<file path="src/design/sttmr_pkg.sv">
// Shared constants for the system tick timer
package sttmr_pkg;

    ////////////////////////////////////////////////////////////////////////
    // Register byte addresses on the core private peripheral bus
    localparam logic [31:0] STTMR_BASE_ADDR  = 32'hE000_E000;
    localparam logic [31:0] STTMR_CTRL_ADDR  = 32'hE000_E010;
    localparam logic [31:0] STTMR_RELOAD_ADDR = 32'hE000_E014;
    localparam logic [31:0] STTMR_CURR_ADDR  = 32'hE000_E018;
    localparam logic [31:0] STTMR_CALIB_ADDR = 32'hE000_E01C;

    ////////////////////////////////////////////////////////////////////////
    // Field positions in tick_control_status
    localparam int STTMR_EN_BIT      = 0;
    localparam int STTMR_IRQ_EN_BIT  = 1;
    localparam int STTMR_CLK_SEL_BIT = 2;
    localparam int STTMR_FLAG_BIT    = 16;

    ////////////////////////////////////////////////////////////////////////
    // Field positions in tick_calibration
    localparam int STTMR_TEN_MS_W    = 24;
    localparam int STTMR_INEXACT_CALIBRATION_FLAG_BIT    = 30;
    localparam int STTMR_NO_REFERENCE_CLOCK_FLAG_BIT   = 31;
    localparam logic [31:0] STTMR_CALIB_MASK = 32'hC0FF_FFFF;

    ////////////////////////////////////////////////////////////////////////
    // Widths, ratios and values after reset
    localparam int STTMR_CNT_W       = 24;
    localparam int STTMR_REF_DIV     = 2;
    localparam logic STTMR_CTRL_RST  = 1'b0;
    localparam logic [23:0] STTMR_RELOAD_RST = 24'h00_0000;
    localparam logic [23:0] STTMR_CNT_RST    = 24'h00_0000;
    localparam logic [31:0] STTMR_RDATA_RST  = 32'h0000_0000;

endpackage : sttmr_pkg

</file>
<file path="src/design/sttmr_top.sv">
// System tick timer: registers, down counter, zero flag and interrupt
import sttmr_pkg::*;

// How it works
// - Counter counts down only while the enable control bit is one.
// - Interrupt enable bit lets each count to zero request an interrupt.
// - Clock select one counts every cycle, zero counts every second cycle.
// - Zero flag bit 16 is set on reaching zero, cleared by reading.
// - After zero the counter reloads from reload register bits 23:0.
// - Reading current value register returns the present count.
// - Any write to current value clears counter, and clears zero flag unless a zero arrives that cycle.
// - Calibration register shows the external calibration word fields.
// - Counter is a 24-bit down counter, one step per selected tick.
// - Registers sit at fixed addresses on the core peripheral port.
module sttmr_top #(
    parameter int CNT_W = sttmr_pkg::STTMR_CNT_W,
    parameter int REF_DIV = sttmr_pkg::STTMR_REF_DIV
) (
    // Clock and reset
    input  logic        sys_clk,
    input  logic        rst,
    // Peripheral register port
    input  logic        bus_req,
    input  logic        bus_we,
    input  logic [31:0] bus_addr,
    input  logic [31:0] bus_wdata,
    output logic [31:0] bus_rdata,
    output logic        bus_ack,
    // Calibration word from system configuration
    input  logic [31:0] tick_calibration_source,
    // Interrupt request to the core
    output logic        tick_irq
);
    import sttmr_pkg::*;

    if (CNT_W < 2 || CNT_W > STTMR_CNT_W) begin : g_bad_cnt_w
        $error("sttmr_top: CNT_W must lie in 2..24");
    end

    ////////////////////////////////////////////////////////////////////////
    // Declarations

    logic             enable_q;
    logic             enable_d;
    logic             zero_irq_enable_q;
    logic             zero_irq_enable_d;
    logic             count_clock_select_q;
    logic             count_clock_select_d;
    logic [CNT_W-1:0] reload_q;
    logic [CNT_W-1:0] reload_d;
    logic [CNT_W-1:0] cnt_q;
    logic [CNT_W-1:0] cnt_d;
    logic             zero_reached_flag_q;
    logic             zero_reached_flag_d;
    logic             irq_q;
    logic             irq_d;
    logic [31:0]      rdata_q;
    logic [31:0]      rdata_d;
    logic             ack_q;
    logic             ack_d;

    logic             tick_en;
    logic             step;
    logic             zero_ev;
    logic             ctrl_wr;
    logic             ctrl_rd;
    logic             reload_wr;
    logic             curr_wr;

    ////////////////////////////////////////////////////////////////////////
    // Count clock enable

    sttmr_tick_gen #(
        .DIV      (REF_DIV)
    ) i_sttmr_tick_gen (
        .sys_clk  (sys_clk),
        .rst      (rst),
        .fast_sel (count_clock_select_q),
        .tick_en  (tick_en)
    );

    ////////////////////////////////////////////////////////////////////////
    // Register port decode

    // Full address compare, one word per register
    assign ctrl_wr   = bus_req && bus_we && (bus_addr == STTMR_CTRL_ADDR);
    assign ctrl_rd   = bus_req && !bus_we && (bus_addr == STTMR_CTRL_ADDR);
    assign reload_wr = bus_req && bus_we && (bus_addr == STTMR_RELOAD_ADDR);
    assign curr_wr   = bus_req && bus_we && (bus_addr == STTMR_CURR_ADDR);

    ////////////////////////////////////////////////////////////////////////
    // Control and reload registers

    // Only the documented bits are stored
    always_comb begin
        enable_d             = enable_q;
        zero_irq_enable_d    = zero_irq_enable_q;
        count_clock_select_d = count_clock_select_q;
        reload_d             = reload_q;
        if (ctrl_wr) begin
            enable_d             = bus_wdata[STTMR_EN_BIT];
            zero_irq_enable_d    = bus_wdata[STTMR_IRQ_EN_BIT];
            count_clock_select_d = bus_wdata[STTMR_CLK_SEL_BIT];
        end
        if (reload_wr) begin
            reload_d = bus_wdata[CNT_W-1:0];
        end
    end

    always_ff @(posedge sys_clk or posedge rst) begin
        if (rst) begin
            enable_q             <= STTMR_CTRL_RST;
            zero_irq_enable_q    <= STTMR_CTRL_RST;
            count_clock_select_q <= STTMR_CTRL_RST;
            reload_q             <= STTMR_RELOAD_RST[CNT_W-1:0];
        end else begin
            enable_q             <= enable_d;
            zero_irq_enable_q    <= zero_irq_enable_d;
            count_clock_select_q <= count_clock_select_d;
            reload_q             <= reload_d;
        end
    end

    ////////////////////////////////////////////////////////////////////////
    // Down counter, zero flag and interrupt

    // A counting step needs the enable and a selected tick
    assign step    = enable_q && tick_en;
    assign zero_ev = step && (cnt_q == CNT_W'(1));

    always_comb begin
        cnt_d               = cnt_q;
        zero_reached_flag_d = zero_reached_flag_q;
        if (curr_wr) begin
            cnt_d = '0;
        end else if (step) begin
            if (cnt_q == '0) begin
                cnt_d = reload_q;
            end else begin
                cnt_d = cnt_q - CNT_W'(1);
            end
        end
        // Clear by read or current value write, set wins
        if (ctrl_rd || curr_wr) begin
            zero_reached_flag_d = 1'b0;
        end
        if (zero_ev) begin
            zero_reached_flag_d = 1'b1;
        end
        // One pulse on the tick that reaches zero
        irq_d = zero_ev && zero_irq_enable_q;
    end

    always_ff @(posedge sys_clk or posedge rst) begin
        if (rst) begin
            cnt_q               <= STTMR_CNT_RST[CNT_W-1:0];
            zero_reached_flag_q <= STTMR_CTRL_RST;
            irq_q               <= STTMR_CTRL_RST;
        end else begin
            cnt_q               <= cnt_d;
            zero_reached_flag_q <= zero_reached_flag_d;
            irq_q               <= irq_d;
        end
    end

    ////////////////////////////////////////////////////////////////////////
    // Read data and acknowledge

    // Reserved bits and unmapped addresses read as zero
    always_comb begin
        rdata_d = rdata_q;
        ack_d   = bus_req;
        if (bus_req && !bus_we) begin
            rdata_d = '0;
            case (bus_addr)
                STTMR_CTRL_ADDR: begin
                    rdata_d[STTMR_EN_BIT]      = enable_q;
                    rdata_d[STTMR_IRQ_EN_BIT]  = zero_irq_enable_q;
                    rdata_d[STTMR_CLK_SEL_BIT] = count_clock_select_q;
                    rdata_d[STTMR_FLAG_BIT]    = zero_reached_flag_q;
                end
                STTMR_RELOAD_ADDR: begin
                    rdata_d[CNT_W-1:0] = reload_q;
                end
                STTMR_CURR_ADDR: begin
                    rdata_d[CNT_W-1:0] = cnt_q;
                end
                STTMR_CALIB_ADDR: begin
                    rdata_d = tick_calibration_source & STTMR_CALIB_MASK;
                end
                default: begin
                    rdata_d = '0;
                end
            endcase
        end
    end

    always_ff @(posedge sys_clk or posedge rst) begin
        if (rst) begin
            rdata_q <= STTMR_RDATA_RST;
            ack_q   <= STTMR_CTRL_RST;
        end else begin
            rdata_q <= rdata_d;
            ack_q   <= ack_d;
        end
    end

    // Outputs straight from flip-flops
    assign bus_rdata = rdata_q;
    assign bus_ack   = ack_q;
    assign tick_irq  = irq_q;
endmodule : sttmr_top

</file>
<file path="src/design/sttmr_tick_gen.sv">
// Count clock enable: every cycle or one cycle in DIV
module sttmr_tick_gen #(
    parameter int DIV = sttmr_pkg::STTMR_REF_DIV
) (
    // Clock and reset
    input  logic sys_clk,
    input  logic rst,
    // Source choice and resulting tick
    input  logic fast_sel,
    output logic tick_en
);
    import sttmr_pkg::*;

    localparam int PH_W = (DIV > 2) ? $clog2(DIV) : 1;
    localparam logic [PH_W-1:0] PH_LAST = PH_W'(DIV - 1);

    if (DIV < 2) begin : g_bad_div
        $error("sttmr_tick_gen: DIV must be at least 2");
    end

    logic [PH_W-1:0] phase_q;
    logic [PH_W-1:0] phase_d;

    ////////////////////////////////////////////////////////////////////////
    // Free running phase of the divided reference
    always_comb begin
        phase_d = (phase_q == PH_LAST) ? '0 : phase_q + PH_W'(1);
    end

    always_ff @(posedge sys_clk or posedge rst) begin
        if (rst) begin
            phase_q <= '0;
        end else begin
            phase_q <= phase_d;
        end
    end

    // Full rate when selected, else last phase only
    assign tick_en = fast_sel | (phase_q == PH_LAST);

endmodule : sttmr_tick_gen

</file>
<file path="config.mk">
export PLATFORM = sky130hd
export DESIGN_NAME = sttmr_top
export DESIGN_NICKNAME = d
export VERILOG_FILES = /design/src/design/sttmr_pkg.sv /design/src/design/sttmr_top.sv /design/src/design/sttmr_tick_gen.sv
export SDC_FILE = /design/constraint.sdc
export NUM_CORES = 1
export LEC_CHECK = 0
export BUFFER_PORTS_ARGS = -buffer_cell sky130_fd_sc_hd__buf_2
export CAP_MARGIN = 20
export CORE_MARGIN = 2
export CORE_UTILIZATION = 40
export DETAILED_ROUTE_END_ITERATION = 10
export HOLD_SLACK_MARGIN = 0.15
export PLACE_DENSITY_LB_ADDON = 0.2
export SETUP_SLACK_MARGIN = 0.2
export SYNTH_ARGS = -nofsm -noshare
export SYNTH_HDL_FRONTEND = slang
export SYNTH_SLANG_ARGS = --single-unit
export TNS_END_PERCENT = 100
</file>
<file path="constraint.sdc">
create_clock -name sys_clk -period 3.75 [get_ports sys_clk]
set_input_delay 0.9375 -clock sys_clk [delete_from_list [all_inputs] [get_ports sys_clk]]
set_output_delay 0.9375 -clock sys_clk [all_outputs]
set_load 0.005 [all_outputs]
</file>
== Word-level counts from Yosys, hierarchy flattened ==
Index checks and enable logic that the tools add are counted.
W data, S select, Z words.
Cells by class
  $add $sub $neg: 2
  equal/unequal tests: 5
  muxes and demuxes: 11
  bitwise logic cells: 1
  reductions and logical operators: 14
Operators with widths (count)
  $eq A32 B32 Y1 const B: 4
  $mux W24: 3
  $pmux W13 S3: 1
  $eq A24 B1 Y1 const B: 1
  $logic_not A24 Y1: 1
  $sub A24 B1 Y24 const B: 1
  $pmux W7 S3: 1
  $pmux W3 S4: 1
  $logic_and A1 B1 Y1: 9
  $mux W8: 1
  $pmux W1 S4: 1
  $reduce_bool A2 Y1: 2
  $mux W1: 3
  $add A1 B1 Y1 const B: 1
  $logic_not A1 Y1: 1
  $logic_or A1 B1 Y1: 1
  $or A1 B1 Y1: 1
Storage, ports and cells
  register bits after elaboration: 87
  bits of input ports: 100
  word-level logic and storage cells: 43

== Longest topological paths before layout ==
Gate-level depths: netlist of run 1.
  word-level depth: 6
  depth in mapped cells: 8
  mapped depth without buffers: 7

== Cells and area by module ==
From an unflattened synthesis of run 1, not the netlist that was laid out.
Second synthesis, totals
  cell total of the unflattened synthesis: 459
  area, all modules: 4590.7 um^2
Modules (own cells, without submodules)
  sttmr_top: times used 1, cells an instance 455, area each 4551.9 um^2
  sttmr_tick_gen: times used 1, cells an instance 4, area each 38.8 um^2

== Worst setup path after synthesis of run 1 ==
OpenSTA, ideal clock, no wires.
  kind: input port to flip-flop
  start: in bus_addr[0]
  end: reg reload_q[0]
  library setup time: 125 ps
  arrival time: 2655 ps
  path slack: 970 ps
  stages: 6
  cell sequence: nor4b_2 > nand4_2 > or2_4 > nor4b_4 > buf_8 > mux2_4
On the way
  word-level cells in the longest chain between the ends: 2
RTL lines
  from (decl): RTL line sttmr_top.sv:25  | input logic [31:0] bus_addr,
  $eq A32 B32 Y1: RTL line sttmr_top.sv:88  | assign reload_wr = bus_req && bus_we && (bus_addr == STTMR_RELOAD_ADDR);
  $logic_and A1 B1 Y1: RTL line sttmr_top.sv:88
  to (signal assigned): RTL line sttmr_top.sv:115  | reload_q <= STTMR_RELOAD_RST[CNT_W-1:0];
  to (signal assigned): RTL line sttmr_top.sv:120  | reload_q <= reload_d;
  to (decl): RTL line sttmr_top.sv:49  | logic [CNT_W-1:0] reload_q;
No other way between the ends.
A chain may end at the register's enable or synchronous reset.

== Worst setup path after layout of run 1 ==
  start: in bus_addr[16]
  end: reg reload_q[22]
Same word-level chain as after synthesis.

==> impl_metrics.csv, run 1 <==
group,metric,value,unit
outcome,status,"finished clean",
clock_tree,hold_buffers,0,
power_and_ir_drop,p_comb_share,6.4,%
power_and_ir_drop,pwr-share-seq,52.2,%
placement,gp_congestion,0.846,
setup_path,worstSetupPathType,"in2reg",
setup_path,startpoint_type,"input pin",
logic_synthesis,async_reset_ff_share,100,%
floorplanning,die_w,110,um
floorplanning,initial_core_util,41.2,%
sta,setup_violations,0,
power_and_ir_drop,swShare,22.4,%
power_and_ir_drop,switching_power,0.000375,W
final_layout,nFillCells,1031,
setup_path,r2r_start,"cnt_q[0]",
logic_synthesis,ys.flop_type,"dfrtp_1",
routing,drt_first_iter_violations,290,
sta,fin_setup_tns,0,ps
sta,timing.final.crit_period,2800,ps
setup_path,cp_slowest_cell,"buf_4",
logic_synthesis,seq_area_frac_synth,45.2,%
grt,grt_max_degree,49,
power_and_ir_drop,pwr-share-clk,41.3,%
logic_synthesis,synth_cell_types,63,
final_layout,drive_gt1_share,36.5,%
setup_path,endpoint_kind,"flip-flop",
sta,slew_violations,0,
final_layout,areaGrowthSynthToFinish,20.5,%
setup_path,slowest_delay,440,ps
setup_path,cp_max_fo,24,
placement,portBuffers,113,
floorplanning,num_rows,38,
floorplanning,die_h,110,um
final_layout,register_area,2030,um2
final_layout,multiInputGateArea,2280,um2
clock_tree,htree_levels,3,
routing,vias_per_cell,5.66,
placement,post-dp-hpwl,8420,um
clock_tree,cts.sinks,81,
power_and_ir_drop,intPower,0.00130,W
logic_synthesis,synth_edf_count,0,
clock_tree,clk_path_buf_depth,2,
clock_tree,cts_buffers,9,
routing,ant_nets,0,
final_layout,fin_area,5410,um2
clock_tree,cts_resized,0,
logic_synthesis,yosys_warnings,0,
final_layout,layout_commonest_cell,"buf_2",
routing,wl,11700,um
setup_path,r2r-end,"cnt_q[6]",
clock_tree,postCtsSetupBuffers,0,
routing,wl_met1,5190,um
flow_run,maxCapViolations,0,
sta,finalCritPeriodShare,74.7,%
final_layout,fin_nets,630,
min_path,holdPathEnd,"i_sttmr_tick_gen.phase_q",
grt,antenna_found_initial,0,
floorplanning,die_area,12100,um2
final_layout,final_cell_mix,"buf_2 (113), dfrtp_1 (81), o21ai_0 (30), nand2_1 (26), mux2i_1 (23)",
clock_tree,root_buffer,"clkbuf_8",
placement,place_area,5200,um2
grt,grt_pass1_vias,3671,
logic_synthesis,synthesis.area,4490,um2
setup_path,worstPathCellList,"buf_2 > nor4_1 > nand4_1 > or2_4 > nor4b_4 > buf_4 > mux2_2",
logic_synthesis,ys_seq_elements,81,
routing,wl_met2,5590,um
routing,routed-wl-met3,792,um
power_and_ir_drop,ir_drop,162,uV
setup_path,r2r_setup_slack,1050,ps
logic_synthesis,postSynthAreaPerCell,10.8,um2
setup_path,crit_arrival,3040,ps
sta,rsz0062_at_grt,"false",
floorplanning,io-pin-count,134,
final_layout,diodes,0,
sta,relSlewSlack,44.2,%
sta,worst_pin_slew,836,ps
power_and_ir_drop,leakagePower,2.48,nW
sta,finalHoldViolCount,0,
routing,dr.pass1.iters,5,
clock_tree,clk_pin_slew,90,ps
routing,num_vias,3805,
grt,grt_overflow_total,0,
sta,fin_skew,8.71,ps
min_path,min_path_type,"reg2reg",
routing,highest_layer,"met4",
routing,drc,0,
logic_synthesis,synthCells,415,
sta,max_freq,357,MHz
min_path,hold_path_depth,1,
clock_tree,cts_tree,"built",
grt,grt_pass1_wl,18700,um
clock_tree,clk_latency,360,ps
floorplanning,coreArea,10900,um2
min_path,hp-start,"i_sttmr_tick_gen.phase_q",
setup_path,worstPathRequired,3990,ps
power_and_ir_drop,power_per_cell_area,309,nW/um2
setup_path,r2r.worst_path.cells,7,
routing,wire_per_inst,17.4,um
grt,track_usage,19.9,%
## flip-flops by register name (all words and copies together), names as in the netlist
name	cells
enable_q	1
bus_ack	1
i_sttmr_tick_gen.phase_q	1
zero_irq_enable_q	1
tick_irq	1
reload_q	24
zero_reached_flag_q	1
count_clock_select_q	1
cnt_q	24
bus_rdata	26
## kinds of logic (layout without fill, tap and decap cells)
logic type,Yosys count,after routing,share of synthesized area (%)
fa+ha+maj,3,3,0.836
flops,81,81,45.2
buf+inv,43,155,4.65
simple gates,127,127,17.6
other cells,1,6,0.0835
compound gates,105,105,15.9
mux,54,54,15.6
xor+xnor,1,1,0.195
## critical path, delay by kind of cell
kind          cells  cell delay [ps]
simple gates      4             1160
buf+inv           2              540
mux               1              390
## synth_stat cells, types with 3 or more instances
| library cell | n | area share, % |
|---|---|---|
| or3_1 | 6 | 0.84 |
| nand2b_1 | 3 | 0.42 |
| mux2_4 | 20 | 6.7 |
| buf_4 | 6 | 1.0 |
| o21ai_0 | 30 | 3.3 |
| and2_1 | 3 | 0.42 |
| nand3_1 | 20 | 2.2 |
| nor3_1 | 11 | 1.2 |
| mux4_2 | 4 | 2.0 |
| o31ai_1 | 7 | 1.2 |
| nor2_1 | 16 | 1.3 |
| mux2i_1 | 23 | 5.1 |
| a22o_1 | 4 | 0.78 |
| nor4_1 | 7 | 0.98 |
| a221oi_1 | 3 | 0.59 |
| a22oi_1 | 20 | 3.3 |
| nand4_1 | 10 | 1.4 |
| a21oi_1 | 8 | 0.89 |
| nor4b_2 | 4 | 1.3 |
| mux2_2 | 7 | 1.8 |
| a31oi_1 | 9 | 1.3 |
| inv_1 | 12 | 1.0 |
| a32o_1 | 3 | 0.67 |
| ha_1 | 3 | 0.84 |
| dfrtp_1 | 81 | 45 |
| o32ai_1 | 3 | 0.59 |
| nand2_1 | 26 | 2.2 |
| clkbuf_1 | 20 | 1.7 |
## power by group through the flow
stage          Combinational [W]  Clock [W]  Sequential, W
2_1_floorplan          0.0000534          0       0.000891
3_3_place_gp            0.000108          0       0.000891
3_5_place_dp            0.000111          0       0.000891
4_1_cts                 0.000111   0.000713       0.000873
5_1_grt                 0.000122   0.000751       0.000873
6_report                0.000108   0.000691       0.000873
## layout make-up
cell class	count	area share, %
Tap cell	140	3.24
Timing Repair Buffer	127	12.4
Multi-Input combinational cell	296	42.1
Clock buffer	10	2.36
Clock inverter	6	1.53
Inverter	12	0.856
Sequential cell	81	37.5
## how the worst max path moves through the flow
stage	depth (start not counted)	end	slack (ps)	start
2_1_floorplan	1	bus_ack	730	rst
3_3_place_gp	7	reload_q[20]	670	bus_addr[0]
3_5_place_dp	7	reload_q[22]	590	bus_addr[16]
4_1_cts	7	reload_q[22]	970	bus_addr[16]
5_1_grt	7	cnt_q[6]	830	cnt_q[0]
6_report	7	reload_q[22]	950	bus_addr[16]
## metrics by stage
step           hold WS, ps  util, %  total power [W]  cells  setup WS [ps]
2_1_floorplan          419        -         0.000944    420            732
3_3_place_gp           435     47.7         0.000999    656            668
3_5_place_dp           445     47.7          0.00100    656            590
4_1_cts                458     49.7          0.00170    672            967
5_1_grt                492     49.7          0.00175    672            832
6_report               461     49.7          0.00167    672            950
## layer usage
metal	track usage, %	up-vias
met5	0	-
met4	5.24	0
met2	32.2	146
li1	-	1797
met3	4.03	16
met1	27.3	1846
(Power assumes the default switching activity.)
==> run 2: changes to the inputs <==
--- a/config.mk
+++ b/config.mk
@@ -5,6 +5,7 @@
 export SDC_FILE = /design/constraint.sdc
 export NUM_CORES = 1
 export LEC_CHECK = 0
+export ABC_AREA = 1
 export BUFFER_PORTS_ARGS = -buffer_cell sky130_fd_sc_hd__buf_2
 export CAP_MARGIN = 20
 export CORE_MARGIN = 2
==> constraint.sdc (replaced) <==
create_clock -name sys_clk -period 2.3 [get_ports sys_clk]
set_input_delay 0.575 -clock sys_clk [delete_from_list [all_inputs] [get_ports sys_clk]]
set_output_delay 0.575 -clock sys_clk [all_outputs]
set_load 0.005 [all_outputs]
==> impl_metrics.csv, run 2 <==
group,metric,value,unit
clock_tree,root_buffer,"clkbuf_16",
setup_path,r2r_start,"cnt_q[7]",
sta,max_freq,541,MHz
routing,drt_first_iter_violations,372,
final_layout,layout_commonest_cell,"nand2_1",
clock_tree,cts_buffers,9,
logic_synthesis,synth_edf_count,0,
power_and_ir_drop,intPower,0.00248,W
grt,track_usage,21.3,%
power_and_ir_drop,pwr-share-clk,49.7,%
sta,fin_skew,6.44,ps
min_path,min_path_type,"in2async",
sta,relSlewSlack,54.8,%
final_layout,fin_area,6160,um2
logic_synthesis,synth_area_leaders,"dfrtp_1 (40%), nand2_1 (22%), nand3_1 (11%)",
setup_path,cp_max_fo,40,
clock_tree,cts_tree,"built",
sta,setup_violations,0,
final_layout,diodes,0,
power_and_ir_drop,switching_power,0.000691,W
power_and_ir_drop,leakagePower,3.65,nW
final_layout,drive_gt1_share,22.4,%
clock_tree,cts.sinks,81,
floorplanning,coreArea,12500,um2
placement,portBuffers,113,
logic_synthesis,async_reset_ff_share,100,%
sta,finalHoldViolCount,0,
final_layout,final_cell_mix,"nand2_1 (296), buf_2 (113), nand3_1 (109), dfrtp_1 (81), inv_1 (58)",
flow_run,maxCapViolations,0,
routing,drc,0,
final_layout,utilization,49.2,%
sta,slew_violations,0,
floorplanning,io-pin-count,134,
final_layout,areaGrowthSynthToFinish,20.9,%
routing,ant_nets,0,
floorplanning,die_w,117,um
setup_path,crit_arrival,2080,ps
logic_synthesis,ys.flop_type,"dfrtp_1",
power_and_ir_drop,swShare,21.8,%
power_and_ir_drop,p_comb_share,5.3,%
setup_path,cp_common_cell,"nand2_1",
setup_path,worstPathCellList,"nor2_1 > nand2_1 > nor2_4 > nand2_4 > or2_0 > nand3_1 > nand2_1",
logic_synthesis,synthesis.area,5100,um2
power_and_ir_drop,ir_drop,465,uV
placement,place_area,5820,um2
setup_path,worstSetupPathType,"reg2reg",
logic_synthesis,synth.most_common_cell,"nand2_1",
power_and_ir_drop,pwr-share-seq,45.0,%
grt,grt_max_degree,41,
grt,grt_pass1_vias,4663,
logic_synthesis,seq_area_frac_synth,39.8,%
sta,rsz0062_at_grt,"false",
sta,hold_slack,297,ps
final_layout,fin_nets,949,
clock_tree,clk_latency,340,ps
grt,antenna_found_initial,0,
logic_synthesis,synthDominantCellAreaShare,39.8,%
placement,post-dp-hpwl,10500,um
logic_synthesis,postSynthAreaPerCell,6.94,um2
logic_synthesis,yosysTopAreaCell,"dfrtp_1",
floorplanning,num_rows,41,
power_and_ir_drop,power_per_cell_area,515,nW/um2
setup_path,worstPathRequired,2530,ps
logic_synthesis,synthCells,734,
final_layout,largest_reg_flops,26,
logic_synthesis,synthTopCellsByCount,"nand2_1 (296), nand3_1 (109), dfrtp_1 (81), inv_1 (59), nor2_1 (50)",
clock_tree,htree_levels,3,
setup_path,endpoint_kind,"flip-flop",
floorplanning,die_area,13700,um2
floorplanning,die_h,117,um
clock_tree,clk_path_buf_depth,2,
routing,wl,13900,um
logic_synthesis,yosys_warnings,0,
floorplanning,initial_core_util,40.7,%
routing,num_vias,4960,
setup_path,crit_start,"cnt_q[7]",
setup_path,startpoint_type,"flip-flop",
routing,dr.pass1.iters,5,
sta,timing.final.crit_period,1850,ps
setup_path,cp_slowest_cell,"dfrtp_1",
logic_synthesis,synth_cell_types,30,
logic_synthesis,ys_seq_elements,81,
routing,vias_per_cell,4.85,
sta,worst_pin_slew,674,ps
placement,gp_congestion,0.881,
outcome,status,"finished clean",
sta,finalCritPeriodShare,80.3,%
clock_tree,postCtsSetupBuffers,0,
routing,wire_per_inst,13.6,um
setup_path,slowest_delay,440,ps
clock_tree,clk_pin_slew,60,ps
sta,fin_setup_tns,0,ps
grt,grt_overflow_total,0,
grt,grt_pass1_wl,22600,um
==> run 2: area by class of cell <==
type / instances / area (um2)
Fill cell: 1312 / 6350
Multi-Input combinational cell: 560 / 2620
Clock buffer: 10 / 239
Timing Repair Buffer: 129 / 723
Clock inverter: 6 / 91.3
Tap cell: 172 / 215
Inverter: 65 / 249
Sequential cell: 81 / 2030
==> run 2: worst paths after layout <==
kind / to / slack, ps / cells after the start
setup / recovery: cnt_q[6] / 450 / 7
hold / removal: bus_rdata[11] / 300 / 2
setup reg to reg: cnt_q[6] / 450 / 7
hold reg to reg: i_sttmr_tick_gen.phase_q / 420 / 1
max in group asynchronous: bus_rdata[1] / 1380 / 3
min in group sys_clk: bus_ack / 360 / 1
==> run 2: per-layer routing <==
metal  vias up  routed length (um)  track usage (%)
li1       2503                   -                -
met2       154                6250             32.5
met5         -                   0                0
met1      2278                6490             30.0
met4         0                 333             8.78
met3        25                 838             3.81
==> run 2: power groups by stage <==
stage	Clock (W)	Combinational, W	Sequential (W)
6_report	0.00158	0.000169	0.00143
5_1_grt	0.00166	0.000194	0.00142
4_1_cts	0.00160	0.000174	0.00143
3_5_place_dp	0	0.000174	0.00145
3_3_place_gp	0	0.000169	0.00145
2_1_floorplan	0	0.0000749	0.00145
==> run 2: kinds of logic after synthesis <==
kind of cell	after synthesis	share of synthesized area, %
buf+inv	98	9.43
compound gates	25	2.46
flops	81	39.8
fa+ha+maj	3	0.737
xor+xnor	4	0.687
other cells	1	0.0736
simple gates	522	46.8
==> run 2: worst max-delay path, delay by kind of cell (launching register included) <==
family	cells	cell delay, ps
DFF	1	440
and+or+nand+nor	7	1280
==> run 2: repair_timing <==
action | in CTS | in global routing
setup endpoints to repair | 0 | 30
hold buffers | 0 | 0
hold endpoints to repair | 0 | 0
resized for setup | 0 | 3
==> run 2: stage by stage <==
stage	cells	worst slack, ps	total power, W
2_1_floorplan	739	610	0.00153
3_3_place_gp	1007	-24.2	0.00162
3_5_place_dp	1007	-75.9	0.00163
4_1_cts	1023	264	0.00320
5_1_grt	1023	284	0.00328
6_report	1023	453	0.00317
==> run 3: changes to the inputs <==
==> constraint.sdc (replaced) <==
create_clock -name sys_clk -period 1.9 [get_ports sys_clk]
set_input_delay 0.475 -clock sys_clk [delete_from_list [all_inputs] [get_ports sys_clk]]
set_output_delay 0.475 -clock sys_clk [all_outputs]
set_load 0.005 [all_outputs]
==> impl_metrics.csv, run 3 (synthesis results as in run 2) <==
group,metric,value,unit
clock_tree,cts_tree,"built",
clock_tree,root_buffer,"clkbuf_16",
sta,finalCritPeriodShare,86.3,%
grt,grt_pass1_wl,23200,um
floorplanning,initial_core_util,40.7,%
final_layout,drive_gt1_share,28.5,%
final_layout,fin_area,6650,um2
sta,max_freq,610,MHz
routing,num_vias,5181,
clock_tree,cts.sinks,81,
final_layout,multiInputGateArea,2720,um2
final_layout,final_cell_mix,"nand2_1 (293), buf_2 (114), nand3_1 (108), dfrtp_1 (76), inv_1 (56)",
routing,vias_per_cell,4.88,
routing,dr.pass1.iters,7,
setup_path,crit_arrival,1880,ps
grt,antenna_found_initial,0,
flow_run,maxCapViolations,0,
setup_path,cp_max_fo,10,
sta,fin_skew,8.76,ps
setup_path,worstSetupPathType,"reg2reg",
floorplanning,io-pin-count,134,
final_layout,layout_commonest_cell,"nand2_1",
clock_tree,clk_latency,350,ps
grt,track_usage,22.4,%
routing,ant_nets,0,
final_layout,areaGrowthSynthToFinish,30.5,%
final_layout,nFillCells,1247,
final_layout,diodes,0,
floorplanning,num_rows,41,
placement,gp_congestion,0.890,
outcome,status,"finished clean",
final_layout,utilization,53.1,%
power_and_ir_drop,power,0.00385,W
placement,placed_cells,1028,
routing,drc,0,
grt,grt_overflow_total,0,
clock_tree,clk_pin_slew,60,ps
routing,wire_per_inst,14.4,um
placement,post-dp-hpwl,11200,um
setup_path,startpoint_type,"flip-flop",
grt,grt_pass1_vias,4811,
sta,setup_violations,0,
setup_path,worstPathRequired,2140,ps
placement,portBuffers,113,
sta,hold_slack,154,ps
routing,drt_first_iter_violations,406,
routing,wl,15300,um
sta,slew_violations,0,
placement,place_area,6050,um2
floorplanning,coreArea,12500,um2
power_and_ir_drop,ir_drop,304,uV
sta,rsz0062_at_grt,"true",
setup_path,endpoint_kind,"flip-flop",
power_and_ir_drop,leakagePower,3.90,nW
floorplanning,die_area,13700,um2
final_layout,fin_nets,987,
sta,worst_pin_slew,498,ps
grt,grt_max_degree,36,
power_and_ir_drop,power_per_cell_area,579,nW/um2
clock_tree,htree_levels,3,
floorplanning,die_w,117,um
floorplanning,die_h,117,um
sta,timing.final.crit_period,1640,ps
final_layout,fin_cells,1061,
sta,relSlewSlack,66.7,%
clock_tree,clk_path_buf_depth,2,
sta,finalHoldViolCount,0,
final_layout,register_area,2030,um2
final_layout,largest_reg_flops,26,
min_path,min_path_type,"in2async",
clock_tree,cts_buffers,9,
[run 3: worst paths after layout]
kind                                           from                  endpoint  slack (ps)  cells past startpoint
setup / recovery                           cnt_q[7]                 cnt_q[10]         260                      8
max in group asynchronous                       rst         zero_irq_enable_q        1200                      3
min in group sys_clk                        bus_req                   bus_ack         260                      1
setup reg to reg                           cnt_q[7]                 cnt_q[10]         260                      8
hold / removal                                  rst              bus_rdata[3]         150                      2
hold reg to reg            i_sttmr_tick_gen.phase_q  i_sttmr_tick_gen.phase_q         420                      1
[run 3: repair_timing]
item                       4_1_cts  5_1_grt
hold buffers                     0        0
pin swaps                        4        5
gates cloned                     1        3
resized for setup                9       29
setup endpoints to repair       20       29
setup buffers                    4        9
[run 3: power by group]
part	switching [W]	internal [W]	total [W]
sequential	0.000000215	0.00173	0.00173
combinational	0.000122	0.0000901	0.000212
clock	0.000725	0.00119	0.00192
[run 3: worst max-delay path: stages (launching register included)]
cell and delay [ps]:
dfrtp_2 460, nor2_2 160, nand2_1 150, nor2_4 140, buf_12 150, nand2_4 120
or2_0 230, nand3_1 70, nand2_1 50
[run 3: final cells by class]
class	count	area share (%)
clock buffer	10	3.59
tap	172	3.24
multi-input combinational	562	40.9
inverter	65	3.76
sequential	81	30.6
clock inverter	6	1.37
timing repair buffer	165	16.5
[run 3: through the flow]
stage | setup TNS (ps) | setup slack [ps]
after global placement | 0 | 7.28
after CTS | 0 | 205
after global routing | 0 | 188
final | 0 | 261
after floorplan | 0 | 310
after detailed placement | -283 | -33.2
[run 3: routing by layer]
| layer | track usage, % | up-vias | share of wire [%] |
|---|---|---|---|
| met5 | 0 | - | 0 |
| met4 | 7.06 | 0 | 1.7 |
| met3 | 4.33 | 17 | 6.9 |
| met2 | 36.3 | 170 | 46 |
| met1 | 30.3 | 2409 | 45 |
| li1 | - | 2585 | - |
